===== src/dvfs_pkg.sv =====
// Behaviour
// - Sample the core wait-for-interrupt idle signal on every rising clock edge.
// - Average the idle stream over non-overlapping windows into a load level.
// - Multiply sixteen load inputs by their weights and add the products.
// - Software programs every load input weight.
// - Add the idle-based load and the weighted load into one figure.
// - Track load as an exponential moving average of the combined figure.
// - Compare the average with up and down thresholds, with separate flags.
// - Count consecutive up crossings and down crossings separately.
// - Raise an interrupt or DMA event when frequency must change.
// - Record load history into a log buffer for software analysis.
// - Raise an interrupt or DMA event once per programmed time quantum.
// - Drive both voltage select pins from two control register bits.
`default_nettype none
package dvfs_pkg;
	localparam int ADDR_W = 8;
	localparam int LOAD_W = 16;
	localparam int NUM_INPUTS = 16;
	localparam int WEIGHT_W = 8;
	localparam int CNT_W = 8;
	localparam int PREAVG_LOG2_DEF = 8;
	localparam int LOG_DEPTH_DEF = 16;

	localparam logic [ADDR_W-1:0] OFS_CTRL = 8'h00;
	localparam logic [ADDR_W-1:0] OFS_THRESH = 8'h04;
	localparam logic [ADDR_W-1:0] OFS_LIMIT = 8'h08;
	localparam logic [ADDR_W-1:0] OFS_QUANTUM = 8'h0C;
	localparam logic [ADDR_W-1:0] OFS_STATUS = 8'h10;
	localparam logic [ADDR_W-1:0] OFS_MASK = 8'h14;
	localparam logic [ADDR_W-1:0] OFS_LOAD = 8'h18;
	localparam logic [ADDR_W-1:0] OFS_POWER_CTRL0 = 8'h1C;
	localparam logic [ADDR_W-1:0] OFS_WEIGHT0 = 8'h20;
	localparam logic [ADDR_W-1:0] OFS_LOG_INDEX = 8'h30;
	localparam logic [ADDR_W-1:0] OFS_LOG_DATA = 8'h34;

	localparam int THR_DOWN_LSB = 0;
	localparam int THR_UP_LSB = 16;
	localparam int LIM_UP_LSB = 0;
	localparam int LIM_DOWN_LSB = 8;
	localparam int ST_UP_BIT = 0;
	localparam int ST_DOWN_BIT = 1;
	localparam int ST_QUANTUM_BIT = 2;
	localparam int ST_LOG_BIT = 3;
	localparam int ST_W = 4;
	localparam int LOAD_UP_BIT = 16;
	localparam int LOAD_DOWN_BIT = 17;
	localparam int LOG_WR_LSB = 8;
	localparam int VSEL_LSB = 0;

	localparam logic [31:0] CTRL_RST = 32'h0000_0010;
	localparam logic [31:0] THRESH_RST = 32'hC000_4000;
	localparam logic [31:0] LIMIT_RST = 32'h0000_0404;
	localparam logic [31:0] QUANTUM_RST = 32'h0001_0000;
	localparam logic [31:0] WEIGHT_RST = 32'h0000_0000;
	localparam logic [ST_W-1:0] MASK_RST = 4'h0;
	localparam logic [1:0] VSEL_RST = 2'h0;

	typedef struct packed {
		logic [2:0] ema_shift;
		logic dma_en;
		logic enable;
	} ctrl_s;

	typedef struct packed {
		logic up;
		logic down;
	} cross_s;

	function automatic logic [31:0] be_merge(input logic [31:0] old,
		input logic [31:0] data, input logic [3:0] be);
		logic [31:0] res;
		res = old;
		for (int i = 0; i < 4; i++)
		begin
			if (be[i])
			begin
				res[8*i +: 8] = data[8*i +: 8];
			end
		end
		return res;
	endfunction
endpackage
`default_nettype wire


===== src/cross_counter.sv =====
`timescale 1ns/1ns
`default_nettype none
module cross_counter #(
	parameter int CW = 8
) (
	input wire logic clk,
	input wire logic srst,
	input wire logic strobe,
	input wire logic crossed,
	input wire logic [CW-1:0] limit,
	output logic [CW-1:0] count,
	output logic fire
);
	logic [CW-1:0] cnt_ff;
	logic [CW-1:0] nxt_cnt;
	logic fire_ff;
	logic nxt_fire;

	generate
		if (CW < 1 || CW > 16)
		begin : g_chk
			$error("cross_counter width out of range");
		end
	endgenerate

	// Anything but a crossing, the opposite one included, breaks the run.
	always_comb
	begin
		nxt_cnt = cnt_ff;
		nxt_fire = 1'b0;
		if (strobe)
		begin
			if (crossed)
			begin
				if (cnt_ff + 1'b1 >= limit)
				begin
					nxt_fire = 1'b1;
					nxt_cnt = '0;
				end
				else
				begin
					nxt_cnt = cnt_ff + 1'b1;
				end
			end
			else
			begin
				nxt_cnt = '0;
			end
		end
	end

	always_ff @(posedge clk)
	begin
		if (srst)
		begin
			cnt_ff <= '0;
			fire_ff <= 1'b0;
		end
		else
		begin
			cnt_ff <= nxt_cnt;
			fire_ff <= nxt_fire;
		end
	end

	assign count = cnt_ff;
	assign fire = fire_ff;
endmodule // cross_counter
`default_nettype wire


===== src/load_tracker.sv =====
// Design decisions made here: the Avalon-MM interface to the registers and the placing of the registers.
`timescale 1ns/1ns
`default_nettype none
module load_tracker #(
	parameter int PREAVG_LOG2 = dvfs_pkg::PREAVG_LOG2_DEF,
	parameter int LOG_DEPTH = dvfs_pkg::LOG_DEPTH_DEF
) (
	input wire logic REF_CLK,
	input wire logic SRST,
	input wire logic CORE_WAIT_IDLE_SIGNAL,
	input wire logic [dvfs_pkg::NUM_INPUTS-1:0] LOAD_INPUTS,
	input wire logic [dvfs_pkg::ADDR_W-1:0] AVS_ADDRESS,
	input wire logic AVS_READ,
	input wire logic AVS_WRITE,
	input wire logic [31:0] AVS_WRITEDATA,
	input wire logic [3:0] AVS_BYTEENABLE,
	output logic [31:0] AVS_READDATA,
	output logic AVS_WAITREQUEST,
	output logic IRQ,
	output logic DMA_REQ,
	output logic VOLTAGE_SELECT_PIN_0,
	output logic VOLTAGE_SELECT_PIN_1
);
	localparam int LW = $clog2(LOG_DEPTH);
	localparam int LW_W = dvfs_pkg::LOAD_W;

	generate
		if (PREAVG_LOG2 < 1 || PREAVG_LOG2 > 15 || LOG_DEPTH < 2
			|| LOG_DEPTH > 256 || (1 << LW) != LOG_DEPTH)
		begin : g_chk
			$error("load_tracker parameters out of range");
		end
	endgenerate

	dvfs_pkg::ctrl_s ctrl_ff, nxt_ctrl;
	logic [31:0] thresh_ff, nxt_thresh;
	logic [31:0] limit_ff, nxt_limit;
	logic [31:0] quantum_ff, nxt_quantum;
	logic [dvfs_pkg::ST_W-1:0] status_ff, nxt_status;
	logic [dvfs_pkg::ST_W-1:0] mask_ff, nxt_mask;
	logic [1:0] vsel_ff, nxt_vsel;
	logic [31:0] weight_ff [4];
	logic [31:0] nxt_weight [4];
	logic [31:0] rdata_ff, nxt_rdata;
	logic wait_ff, nxt_wait;
	logic irq_ff, nxt_irq;
	logic dma_ff, nxt_dma;
	logic [PREAVG_LOG2-1:0] win_ff, nxt_win;
	logic [PREAVG_LOG2:0] busy_ff, nxt_busy;
	logic [PREAVG_LOG2:0] busy_now;
	logic [LW_W-1:0] ema_ff, nxt_ema;
	logic upd_ff, nxt_upd;
	logic [31:0] qcnt_ff, nxt_qcnt;
	logic [LW-1:0] log_wr_ff, nxt_log_wr;
	logic [LW-1:0] log_rd_ff, nxt_log_rd;
	logic [LW_W-1:0] log_mem [LOG_DEPTH];
	logic acc;
	logic wr_acc;
	logic win_end;
	logic [11:0] wsum;
	logic [16:0] combined;
	logic [17:0] diff;
	logic [17:0] step;
	logic q_tick;
	dvfs_pkg::cross_s flag;
	dvfs_pkg::cross_s fire;
	logic [dvfs_pkg::ST_W-1:0] set_bits;
	logic [dvfs_pkg::ST_W-1:0] clr_bits;

	assign acc = (AVS_READ | AVS_WRITE) & wait_ff;
	assign wr_acc = acc & AVS_WRITE;
	assign win_end = ctrl_ff.enable & (&win_ff);

	// Weighted extra load, taken in the same cycle as the window closes.
	always_comb
	begin
		wsum = '0;
		for (int i = 0; i < dvfs_pkg::NUM_INPUTS; i++)
		begin
			if (LOAD_INPUTS[i])
			begin
				wsum = wsum + 12'(weight_ff[i/4][8*(i%4) +: 8]);
			end
		end
	end

	// Busy cycles in a window, scaled so a fully busy window is full scale.
	always_comb
	begin
		nxt_win = win_ff;
		nxt_busy = busy_ff;
		nxt_ema = ema_ff;
		// The last sample of a window still counts in that window.
		busy_now = busy_ff
			+ {{PREAVG_LOG2{1'b0}}, ~CORE_WAIT_IDLE_SIGNAL};
		combined = 17'(busy_now) << (16 - PREAVG_LOG2);
		combined = combined + 17'(wsum);
		if (combined[16])
		begin
			combined = 17'h0FFFF;
		end
		diff = {2'h0, combined[15:0]} - {2'h0, ema_ff};
		step = $signed(diff) >>> ctrl_ff.ema_shift;
		if (ctrl_ff.enable)
		begin
			nxt_win = win_ff + 1'b1;
			nxt_busy = busy_now;
			if (win_end)
			begin
				nxt_busy = '0;
				nxt_ema = LW_W'(ema_ff + step[15:0]);
			end
		end
		nxt_upd = win_end;
	end

	assign flag.up = ema_ff > thresh_ff[dvfs_pkg::THR_UP_LSB +: 16];
	assign flag.down = ema_ff < thresh_ff[dvfs_pkg::THR_DOWN_LSB +: 16];

	cross_counter #(.CW(dvfs_pkg::CNT_W)) u_up_cnt (
		.clk(REF_CLK),
		.srst(SRST),
		.strobe(upd_ff),
		.crossed(flag.up),
		.limit(limit_ff[dvfs_pkg::LIM_UP_LSB +: dvfs_pkg::CNT_W]),
		.count(),
		.fire(fire.up)
	);

	cross_counter #(.CW(dvfs_pkg::CNT_W)) u_down_cnt (
		.clk(REF_CLK),
		.srst(SRST),
		.strobe(upd_ff),
		.crossed(flag.down),
		.limit(limit_ff[dvfs_pkg::LIM_DOWN_LSB +: dvfs_pkg::CNT_W]),
		.count(),
		.fire(fire.down)
	);

	// A zero quantum stops the periodic event rather than firing every cycle.
	always_comb
	begin
		nxt_qcnt = qcnt_ff;
		q_tick = 1'b0;
		if (ctrl_ff.enable && quantum_ff != 32'h0000_0000)
		begin
			if (qcnt_ff + 32'h0000_0001 >= quantum_ff)
			begin
				q_tick = 1'b1;
				nxt_qcnt = '0;
			end
			else
			begin
				nxt_qcnt = qcnt_ff + 32'h0000_0001;
			end
		end
	end

	always_comb
	begin
		nxt_log_wr = log_wr_ff;
		if (upd_ff)
		begin
			nxt_log_wr = log_wr_ff + 1'b1;
		end
	end

	// Register access, status events and the interrupt and DMA outputs.
	always_comb
	begin
		nxt_ctrl = ctrl_ff;
		nxt_thresh = thresh_ff;
		nxt_limit = limit_ff;
		nxt_quantum = quantum_ff;
		nxt_mask = mask_ff;
		nxt_vsel = vsel_ff;
		nxt_weight = weight_ff;
		nxt_log_rd = log_rd_ff;
		nxt_rdata = rdata_ff;
		nxt_wait = 1'b1;
		clr_bits = '0;
		set_bits = '0;
		set_bits[dvfs_pkg::ST_UP_BIT] = fire.up;
		set_bits[dvfs_pkg::ST_DOWN_BIT] = fire.down;
		set_bits[dvfs_pkg::ST_QUANTUM_BIT] = q_tick;
		set_bits[dvfs_pkg::ST_LOG_BIT] = upd_ff & (&log_wr_ff);
		if (acc)
		begin
			nxt_wait = 1'b0;
			nxt_rdata = '0;
			case (AVS_ADDRESS)
			dvfs_pkg::OFS_CTRL:
			begin
				nxt_rdata = 32'(ctrl_ff);
				if (wr_acc)
				begin
					nxt_ctrl = dvfs_pkg::ctrl_s'(5'(dvfs_pkg::be_merge(
						32'(ctrl_ff), AVS_WRITEDATA, AVS_BYTEENABLE)));
				end
			end
			dvfs_pkg::OFS_THRESH:
			begin
				nxt_rdata = thresh_ff;
				if (wr_acc)
				begin
					nxt_thresh = dvfs_pkg::be_merge(thresh_ff, AVS_WRITEDATA,
						AVS_BYTEENABLE);
				end
			end
			dvfs_pkg::OFS_LIMIT:
			begin
				nxt_rdata = limit_ff;
				if (wr_acc)
				begin
					nxt_limit = dvfs_pkg::be_merge(limit_ff, AVS_WRITEDATA,
						AVS_BYTEENABLE) & 32'h0000_FFFF;
				end
			end
			dvfs_pkg::OFS_QUANTUM:
			begin
				nxt_rdata = quantum_ff;
				if (wr_acc)
				begin
					nxt_quantum = dvfs_pkg::be_merge(quantum_ff, AVS_WRITEDATA,
						AVS_BYTEENABLE);
				end
			end
			dvfs_pkg::OFS_STATUS:
			begin
				nxt_rdata = 32'(status_ff);
				if (wr_acc)
				begin
					clr_bits = dvfs_pkg::ST_W'(dvfs_pkg::be_merge(32'h0000_0000,
						AVS_WRITEDATA, AVS_BYTEENABLE));
				end
			end
			dvfs_pkg::OFS_MASK:
			begin
				nxt_rdata = 32'(mask_ff);
				if (wr_acc)
				begin
					nxt_mask = dvfs_pkg::ST_W'(dvfs_pkg::be_merge(32'(mask_ff),
						AVS_WRITEDATA, AVS_BYTEENABLE));
				end
			end
			dvfs_pkg::OFS_LOAD:
			begin
				nxt_rdata = 32'(ema_ff);
				nxt_rdata[dvfs_pkg::LOAD_UP_BIT] = flag.up;
				nxt_rdata[dvfs_pkg::LOAD_DOWN_BIT] = flag.down;
			end
			dvfs_pkg::OFS_POWER_CTRL0:
			begin
				nxt_rdata = 32'(vsel_ff);
				if (wr_acc && AVS_BYTEENABLE[0])
				begin
					nxt_vsel = AVS_WRITEDATA[dvfs_pkg::VSEL_LSB +: 2];
				end
			end
			dvfs_pkg::OFS_LOG_INDEX:
			begin
				nxt_rdata = 32'(log_rd_ff);
				nxt_rdata[dvfs_pkg::LOG_WR_LSB +: LW] = log_wr_ff;
				if (wr_acc && AVS_BYTEENABLE[0])
				begin
					nxt_log_rd = AVS_WRITEDATA[LW-1:0];
				end
			end
			dvfs_pkg::OFS_LOG_DATA:
			begin
				nxt_rdata = 32'(log_mem[log_rd_ff]);
				if (!AVS_WRITE)
				begin
					nxt_log_rd = log_rd_ff + 1'b1;
				end
			end
			default:
			begin
				for (int k = 0; k < 4; k++)
				begin
					if (AVS_ADDRESS == dvfs_pkg::OFS_WEIGHT0 + 8'(4 * k))
					begin
						nxt_rdata = weight_ff[k];
						if (wr_acc)
						begin
							nxt_weight[k] = dvfs_pkg::be_merge(weight_ff[k],
								AVS_WRITEDATA, AVS_BYTEENABLE);
						end
					end
				end
			end
			endcase
		end
		// Hardware events win over a software clear in the same cycle.
		nxt_status = (status_ff & ~clr_bits) | set_bits;
		nxt_irq = |(nxt_status & nxt_mask);
		// The incoming enable gates the request, so a disable acts at once.
		nxt_dma = nxt_ctrl.dma_en & (fire.up | fire.down | q_tick);
	end

	always_ff @(posedge REF_CLK)
	begin
		if (SRST)
		begin
			ctrl_ff <= dvfs_pkg::ctrl_s'(dvfs_pkg::CTRL_RST[4:0]);
			thresh_ff <= dvfs_pkg::THRESH_RST;
			limit_ff <= dvfs_pkg::LIMIT_RST;
			quantum_ff <= dvfs_pkg::QUANTUM_RST;
			status_ff <= '0;
			mask_ff <= dvfs_pkg::MASK_RST;
			vsel_ff <= dvfs_pkg::VSEL_RST;
			weight_ff <= '{default: dvfs_pkg::WEIGHT_RST};
			rdata_ff <= '0;
			wait_ff <= 1'b1;
			irq_ff <= 1'b0;
			dma_ff <= 1'b0;
			win_ff <= '0;
			busy_ff <= '0;
			ema_ff <= '0;
			upd_ff <= 1'b0;
			qcnt_ff <= '0;
			log_wr_ff <= '0;
			log_rd_ff <= '0;
		end
		else
		begin
			ctrl_ff <= nxt_ctrl;
			thresh_ff <= nxt_thresh;
			limit_ff <= nxt_limit;
			quantum_ff <= nxt_quantum;
			status_ff <= nxt_status;
			mask_ff <= nxt_mask;
			vsel_ff <= nxt_vsel;
			weight_ff <= nxt_weight;
			rdata_ff <= nxt_rdata;
			wait_ff <= nxt_wait;
			irq_ff <= nxt_irq;
			dma_ff <= nxt_dma;
			win_ff <= nxt_win;
			busy_ff <= nxt_busy;
			ema_ff <= nxt_ema;
			upd_ff <= nxt_upd;
			qcnt_ff <= nxt_qcnt;
			log_wr_ff <= nxt_log_wr;
			log_rd_ff <= nxt_log_rd;
		end
	end

	// The log is plain storage; its contents need no reset.
	always_ff @(posedge REF_CLK)
	begin
		if (upd_ff)
		begin
			log_mem[log_wr_ff] <= ema_ff;
		end
	end

	assign AVS_READDATA = rdata_ff;
	assign AVS_WAITREQUEST = wait_ff;
	assign IRQ = irq_ff;
	assign DMA_REQ = dma_ff;
	assign VOLTAGE_SELECT_PIN_0 = vsel_ff[0];
	assign VOLTAGE_SELECT_PIN_1 = vsel_ff[1];
endmodule // load_tracker
`default_nettype wire


===== config.mk =====
export PLATFORM = sky130hd
export DESIGN_NAME = load_tracker
export DESIGN_NICKNAME = d
export VERILOG_FILES = /design/src/dvfs_pkg.sv /design/src/cross_counter.sv /design/src/load_tracker.sv
export SDC_FILE = /design/constraint.sdc
export NUM_CORES = 2
export LEC_CHECK = 0
export BUFFER_PORTS_ARGS = -buffer_cell sky130_fd_sc_hd__buf_2
export CELL_PAD_IN_SITES_DETAIL_PLACEMENT = 0
export CELL_PAD_IN_SITES_GLOBAL_PLACEMENT = 2
export CORE_UTILIZATION = 44
export CTS_BUF_LIST = sky130_fd_sc_hd__clkbuf_16
export CTS_CLUSTER_DIAMETER = 120
export DETAILED_ROUTE_END_ITERATION = 8
export GPL_TIMING_DRIVEN = 0
export PLACE_DENSITY = 0.92
export SLEW_MARGIN = 0
export SYNTH_ARGS = -nofsm -noshare
export SYNTH_HDL_FRONTEND = slang
export SYNTH_SLANG_ARGS = --single-unit

===== constraint.sdc =====
create_clock -name REF_CLK -period 33.8 [get_ports REF_CLK]
set_clock_uncertainty 0.05 [all_clocks]
set_input_delay 3.38 -clock REF_CLK [delete_from_list [all_inputs] [get_ports REF_CLK]]
set_output_delay 3.38 -clock REF_CLK [all_outputs]
set_load 0.01 [all_outputs]

### After elaboration in Yosys (flattened, before gate mapping)

Memories as Yosys holds them, arrays and structs flattened. A register that Yosys moved wholly into a read port is not among the register bits.
Index checks and enable logic that the tools add are counted.

* logic and storage cells: 204
* bits in writable memories: 256
* memories kept: 1
* output and inout bits: 37
* input port bits: 65
* flip-flop bits (word level): 350

Memory list
* log_mem: words 16, width 16, rd ports 1, clocked after Yosys merged registers in 1, wr ports 1, RTL line load_tracker.sv:56 `logic [LW_W-1:0] log_mem [LOG_DEPTH];`

* reductions and logical operators: 41
* $lt $le $gt $ge: 5
* equal/unequal tests: 15
* shifts and indexed selects: 1
* mux-type cells: 52
* $add $sub $neg: 25
* bitwise gates (word level): 17

Operator list (count)
* $pmux W32 S10: 1
* $add A12 B8 Y12: 15
* $mux W12: 15
* $mux W32: 5
* $reduce_and A5 Y1: 16
* $reduce_and A4 Y1: 13
* $eq A8 B6 Y1 const B: 6
* $mux W4: 12
* $mux W8: 5
* $add A32 B1 Y32 const B: 1
* $eq A8 B5 Y1 const B: 4
* $ge A32 B32 Y1: 1
* $reduce_bool A32 Y1: 1
* $add A8 B1 Y8 const B: 3
* $add A17 B12 Y17: 1
* $sshr A17 B3 Y16: 1
* $sub A16 B16 Y17: 1
* $add A16 B16 Y16: 1
* $eq A8 B4 Y1 const B: 2
* $ge A8 B8 Y1: 2
* $gt A16 B16 Y1: 1
* $lt A16 B16 Y1: 1
* $mux W16: 1
* $reduce_or A10 Y1: 1
* other kinds (22): 46

### Longest topological paths before layout

* depth after elaboration: 36
* mapped depth: 127
* gate-level depth less buffers: 127

### Modules after synthesis

Synthesis repeated with hierarchy kept, for this count alone.

* cell total of the unflattened synthesis: 3872
* area, all modules: 36362.4 µm²

Modules (own cells, without submodules)
* load_tracker: instances 1, seq. area each 14413.8 µm², cells each 3710, area an instance 34903.5 µm²
* cross_counter: instances 2, seq. area each 180.2 µm², cells each 81, area an instance 729.4 µm²

### Worst setup path after synthesis

Ideal clock, no wire load.

* kind: input port to flip-flop
* start: in LOAD_INPUTS[0] (netlist bit)
* end: reg ema_ff[15]
* path slack: 10.525 ns
* required time: 33.629 ns
* arrival time: 23.104 ns
* library setup time: 0.121 ns
* buffers on the path: 0
* stages: 114
* path through: and2_4 > ha_1 > inv_1 > fa_1 > mux2i_1 > fa_1 > mux2i_1 > inv_1 > ha_1 > a21o_1 > a21o_1 > xor2_1 > nand2_1 > o31ai_1 > ha_1 > nor2_1 > a21oi_1 > xor2_1 > [78 not listed] > a211oi_1 > mux2_2 > mux2_2 > mux2_2 > ha_1 > a21oi_1 > o21ai_0 > a21o_1 > a21o_1 > a21o_1 > a21o_1 > a21o_1 > a21o_1 > nand3_1 > nand2_1 > or2_2 > mux2i_1 > mux2_2

* longest elaborated chain between the ends: 36

RTL lines
* start: declaration: RTL line load_tracker.sv:11 `input wire logic [dvfs_pkg::NUM_INPUTS-1:0] LOAD_INPUTS,`
* $mux W8 (*): RTL line load_tracker.sv:80 `if (LOAD_INPUTS[i])`
* $add A12 B8 Y12: RTL line load_tracker.sv:82 `wsum = wsum + 12'(weight_ff[i/4][8*(i%4) +: 8]);`
* $mux W12 (*): RTL line load_tracker.sv:80
* $add A12 B8 Y12: RTL line load_tracker.sv:82
* $mux W12 (*): RTL line load_tracker.sv:80
* $add A12 B8 Y12: RTL line load_tracker.sv:82
* $mux W12 (*): RTL line load_tracker.sv:80
* $add A12 B8 Y12: RTL line load_tracker.sv:82
* [20 not listed]
* $mux W12 (*): RTL line load_tracker.sv:80
* $add A12 B8 Y12: RTL line load_tracker.sv:82
* $mux W12 (*): RTL line load_tracker.sv:80
* $add A17 B12 Y17 (*): RTL line load_tracker.sv:97 `combined = combined + 17'(wsum);`
* $mux W16 (*): RTL line load_tracker.sv:98 `if (combined[16])`
* $sub A16 B16 Y17 (*): RTL line load_tracker.sv:102 `diff = {2'h0, combined[15:0]} - {2'h0, ema_ff};`
* $sshr A17 B3 Y16 (*): RTL line load_tracker.sv:103 `step = $signed(diff) >>> ctrl_ff.ema_shift;`
* $add A16 B16 Y16 (*): RTL line load_tracker.sv:111 `nxt_ema = LW_W'(ema_ff + step[15:0]);`
* end signal: assignment: RTL line load_tracker.sv:341 `ema_ff <= nxt_ema;`
* end: declaration: RTL line load_tracker.sv:51 `logic [LW_W-1:0] ema_ff, nxt_ema;`

Every way passes the cells marked *; elsewhere a longest branch is shown, timed or not.
A chain may end at the register's enable or synchronous reset.

### Worst setup path after layout

Ends and elaborated chain as after synthesis.

==> results.cfg <==
[grt]
grt_antenna_before_repair = 2
track_usage = 0.3036
grt_overflow_total = 0
global_route_wire_length_before_repair_um = 184900
first_global_vias = 28110
grt_start_max_net_pins = 24

[job]
maxCapViolations = 0

[cts]
clock_tree.root_cell = sky130_fd_sc_hd__clkbuf_16
tritoncts = done
clkTransAtPathRegs_ps = 60
clock_insertion_delay_worst_skew_ps = 680
postCtsResizedCells = 0
cts-htree-levels = 2
clock_path_buffers = 3
numCtsBuffers = 61
post-cts-setup-buffer-count = 0
cts_num_sinks = 610
cts_hold_repair.buffers = 0

[timing]
finalSetupTns_ps = 0
slew_viol_final = 0
timing_hold_violations_final = 0
rsz0062_at_grt = no
min_period_ps = 26860
setup_viol = 0
final.period_utilization = 0.7946
timing_worst_slew_pin_value_ps = 1387
slew-limit-headroom = 0.06371
fmaxAchievable_mhz = 37.23

[synth]
yosysWarningCount = 0
synth_cell_types = 85
synthesis.instances = 3788
yosys_most_used_dff = sky130_fd_sc_hd__dfxtp_1
synthTopCellsByArea = sky130_fd_sc_hd__edfxtp_1 (21%), sky130_fd_sc_hd__dfxtp_1 (20%), sky130_fd_sc_hd__ha_1 (8.7%)
post_syn_nets = 4121
netlist.area_leader.share = 0.2127
synth.yosys.seq_area_share = 0.4088
synthesis.area_sq_mm = 0.03614
synth.largest_area_cell = sky130_fd_sc_hd__edfxtp_1
ys_seq_elements = 610
synth_async_sr_flop_share = 0
synth-edff-count = 256
mean_area_per_synthesized_cell_sq_um = 9.541

[worst_setup_path]
worstPathMaxFanout = 10
cp_data_arrival_time_ps = 27340
critical_path.endpoint_type = register
worst-setup-path-type = primary input to register
critical-path-slowest-cell = sky130_fd_sc_hd__xor2_1
critical-path-max-stage-delay_ps = 750
path_common_cell = sky130_fd_sc_hd__o21ai_0
worst-endpoint-required_ps = 34280
setup.reg_to_reg.worst_slack_ps = 9410
startpoint_type = primary input

[pwr]
power_density_mw_per_mm2 = 40.87
p_leak_uw = 0.01511
vdd.ir_drop.worst_mv = 0.05109

[layout]
utilization = 0.4942
area_growth_syn_to_layout_pct = 10.68
layout_common_cells = sky130_fd_sc_hd__nand2_1 (505), sky130_fd_sc_hd__a21oi_1 (363), sky130_fd_sc_hd__dfxtp_1 (354)
finish.net_count = 4279
layout.cells.most_common = sky130_fd_sc_hd__nand2_1
final.fill_count = 7599
multi_input_comb_area_sq_mm = 0.01989
layout.area.seq_sq_mm = 0.01477
post_route_cells_drive_above_1_share = 0.09287
antenna_cells_inserted = 0

[drt]
drcViolationCount = 0
dr.first_iter.drc_count = 2649
route.detailed.wl_per_inst_um = 25.36
vias = 30000
antenna_violating_nets_post_route = 0
route.final.wire_length_um = 128200
vias_per_cell = 5.935
detailedRoute.firstPassIterationCount = 6

[floorplan]
height_of_the_chip_um = 288.6
initial_standard_cell_utilization_of_the_core = 0.4465
floorplan.io_pins = 102
design.core.area_sq_mm = 0.08094
die-width_um = 288.6
row_count = 104
die_footprint_sq_mm = 0.08329

[place]
post-dp-hpwl_um = 95830
placement.io_buffers = 95
routability_congestion_estimate_from_global_placement = 0.9710

[min_path]
min-delay-path-class = register to register

[run_status]
run_status = finished clean
[path summary, 6_finish.rpt]
| kind | start | to | depth (start not counted) |
|---|---|---|---|
| hold reg to reg | qcnt_ff[13]$_SDFFE_PP0P_ | qcnt_ff[13]$_SDFFE_PP0P_ | 2 |
| setup reg to reg | weight_ff[96]$_SDFFE_PP0P_ | ema_ff[15]$_SDFFE_PP0P_ | 115 |
| hold / removal | qcnt_ff[13]$_SDFFE_PP0P_ | qcnt_ff[13]$_SDFFE_PP0P_ | 2 |
| setup / recovery | LOAD_INPUTS[0] | ema_ff[15]$_SDFFE_PP0P_ | 116 |
[registers in the layout, indices dropped and copies added (netlist names), 2 cells and up, named ones only]
register          count
AVS_READDATA         32
busy_ff               9
ctrl_ff               5
ema_ff               16
limit_ff             16
log_mem             256
log_rd_ff             4
log_wr_ff             4
mask_ff               4
qcnt_ff              32
quantum_ff           32
status_ff             4
thresh_ff            32
u_down_cnt.count      8
u_up_cnt.count        8
vsel_ff               2
weight_ff           128
win_ff                8
[metal layers]
layer  vias to the layer above  global-route usage  part of all wire  routed length [um]
li1                      14010                   -                 -                   -
met1                     14400              0.3886              0.41               52390
met2                      1241              0.4977              0.46               59360
met3                       348             0.04652             0.071                9082
met4                         4              0.1550             0.057                7353
met5                         -                   0           0.00015                  19
[cells in the mapped netlist (16+ instances only)]
cell	instances
sky130_fd_sc_hd__and2_1	25
sky130_fd_sc_hd__nand2b_1	35
sky130_fd_sc_hd__a211oi_1	22
sky130_fd_sc_hd__o21a_1	19
sky130_fd_sc_hd__fa_1	18
sky130_fd_sc_hd__nand2_1	505
sky130_fd_sc_hd__nor3_1	43
sky130_fd_sc_hd__and3_1	21
sky130_fd_sc_hd__a31oi_1	18
sky130_fd_sc_hd__xor2_1	59
sky130_fd_sc_hd__o21ai_0	162
sky130_fd_sc_hd__edfxtp_1	256
sky130_fd_sc_hd__a21o_1	73
sky130_fd_sc_hd__mux2i_1	132
sky130_fd_sc_hd__nand3_1	138
sky130_fd_sc_hd__ha_1	250
sky130_fd_sc_hd__mux2_2	37
sky130_fd_sc_hd__a222oi_1	16
sky130_fd_sc_hd__nor2b_1	53
sky130_fd_sc_hd__nor4_1	18
sky130_fd_sc_hd__o21bai_1	20
sky130_fd_sc_hd__nand4_1	21
sky130_fd_sc_hd__dfxtp_1	354
sky130_fd_sc_hd__clkbuf_1	146
sky130_fd_sc_hd__xnor2_1	115
sky130_fd_sc_hd__a221oi_1	31
sky130_fd_sc_hd__buf_1	16
sky130_fd_sc_hd__mux4_2	80
sky130_fd_sc_hd__o211ai_1	27
sky130_fd_sc_hd__inv_1	220
sky130_fd_sc_hd__a21oi_1	363
sky130_fd_sc_hd__nor2_1	263
[power breakdown]
| group | switching, uW | internal, uW | leakage (uW) |
|---|---|---|---|
| clock | 309 | 390 | 0.00104 |
| sequential | 4.29 | 764 | 0.00519 |
| combinational | 109 | 58.0 | 0.00889 |
[worst max-delay path, delay by kind of cell]
kind | cells | cell delay (ps)
AOI/OAI and AO/OA | 54 | 10070
muxes | 7 | 1910
and+or+nand+nor | 22 | 2570
xor gates and xnor gates | 8 | 2330
buffers and inverters | 6 | 970
adders and majority gates | 19 | 6100
[cells by family (layout without fill, tap and decap cells)]
| group | after synthesis | in the layout | share of synthesized area |
|---|---|---|---|
| AND/OR/NAND/NOR | 1170 | 1170 | 0.1447 |
| AO/OA/AOI/OAI | 902 | 902 | 0.1574 |
| flip-flops | 610 | 610 | 0.4088 |
| buffers and inverters | 390 | 597 | 0.04134 |
| adder cells (fa/ha/maj) | 270 | 270 | 0.09707 |
| multiplexers | 263 | 263 | 0.1038 |
| XOR/XNOR | 183 | 183 | 0.04688 |
[layout make-up]
type | instances | area share
sequential | 610 | 0.3694
tap | 1060 | 0.03316
inverter | 225 | 0.02146
multi-input combinational | 2788 | 0.4973
clock buffer | 61 | 0.03816
timing repair buffer | 95 | 0.01189
buffer | 165 | 0.01589
clock inverter | 51 | 0.01276
[per-stage QoR]
step | area, sq um | power (uW) | setup slack, ps | std cells | hold slack [ps]
2_1_floorplan | 36140 | 890.4 | 10530 | 3788 | 381.9
3_3_place_gp | 37940 | 948.2 | 6538 | 4943 | 391.3
5_1_grt | 40000 | 1683 | 4823 | 5055 | 425.2
6_report | 40000 | 1635 | 6942 | 5055 | 400.2
3_5_place_dp | 37960 | 948.7 | 6463 | 4943 | 398.1
4_1_cts | 39990 | 1635 | 7035 | 5055 | 406.2
Note: power is estimated with default switching activity, not from simulation.
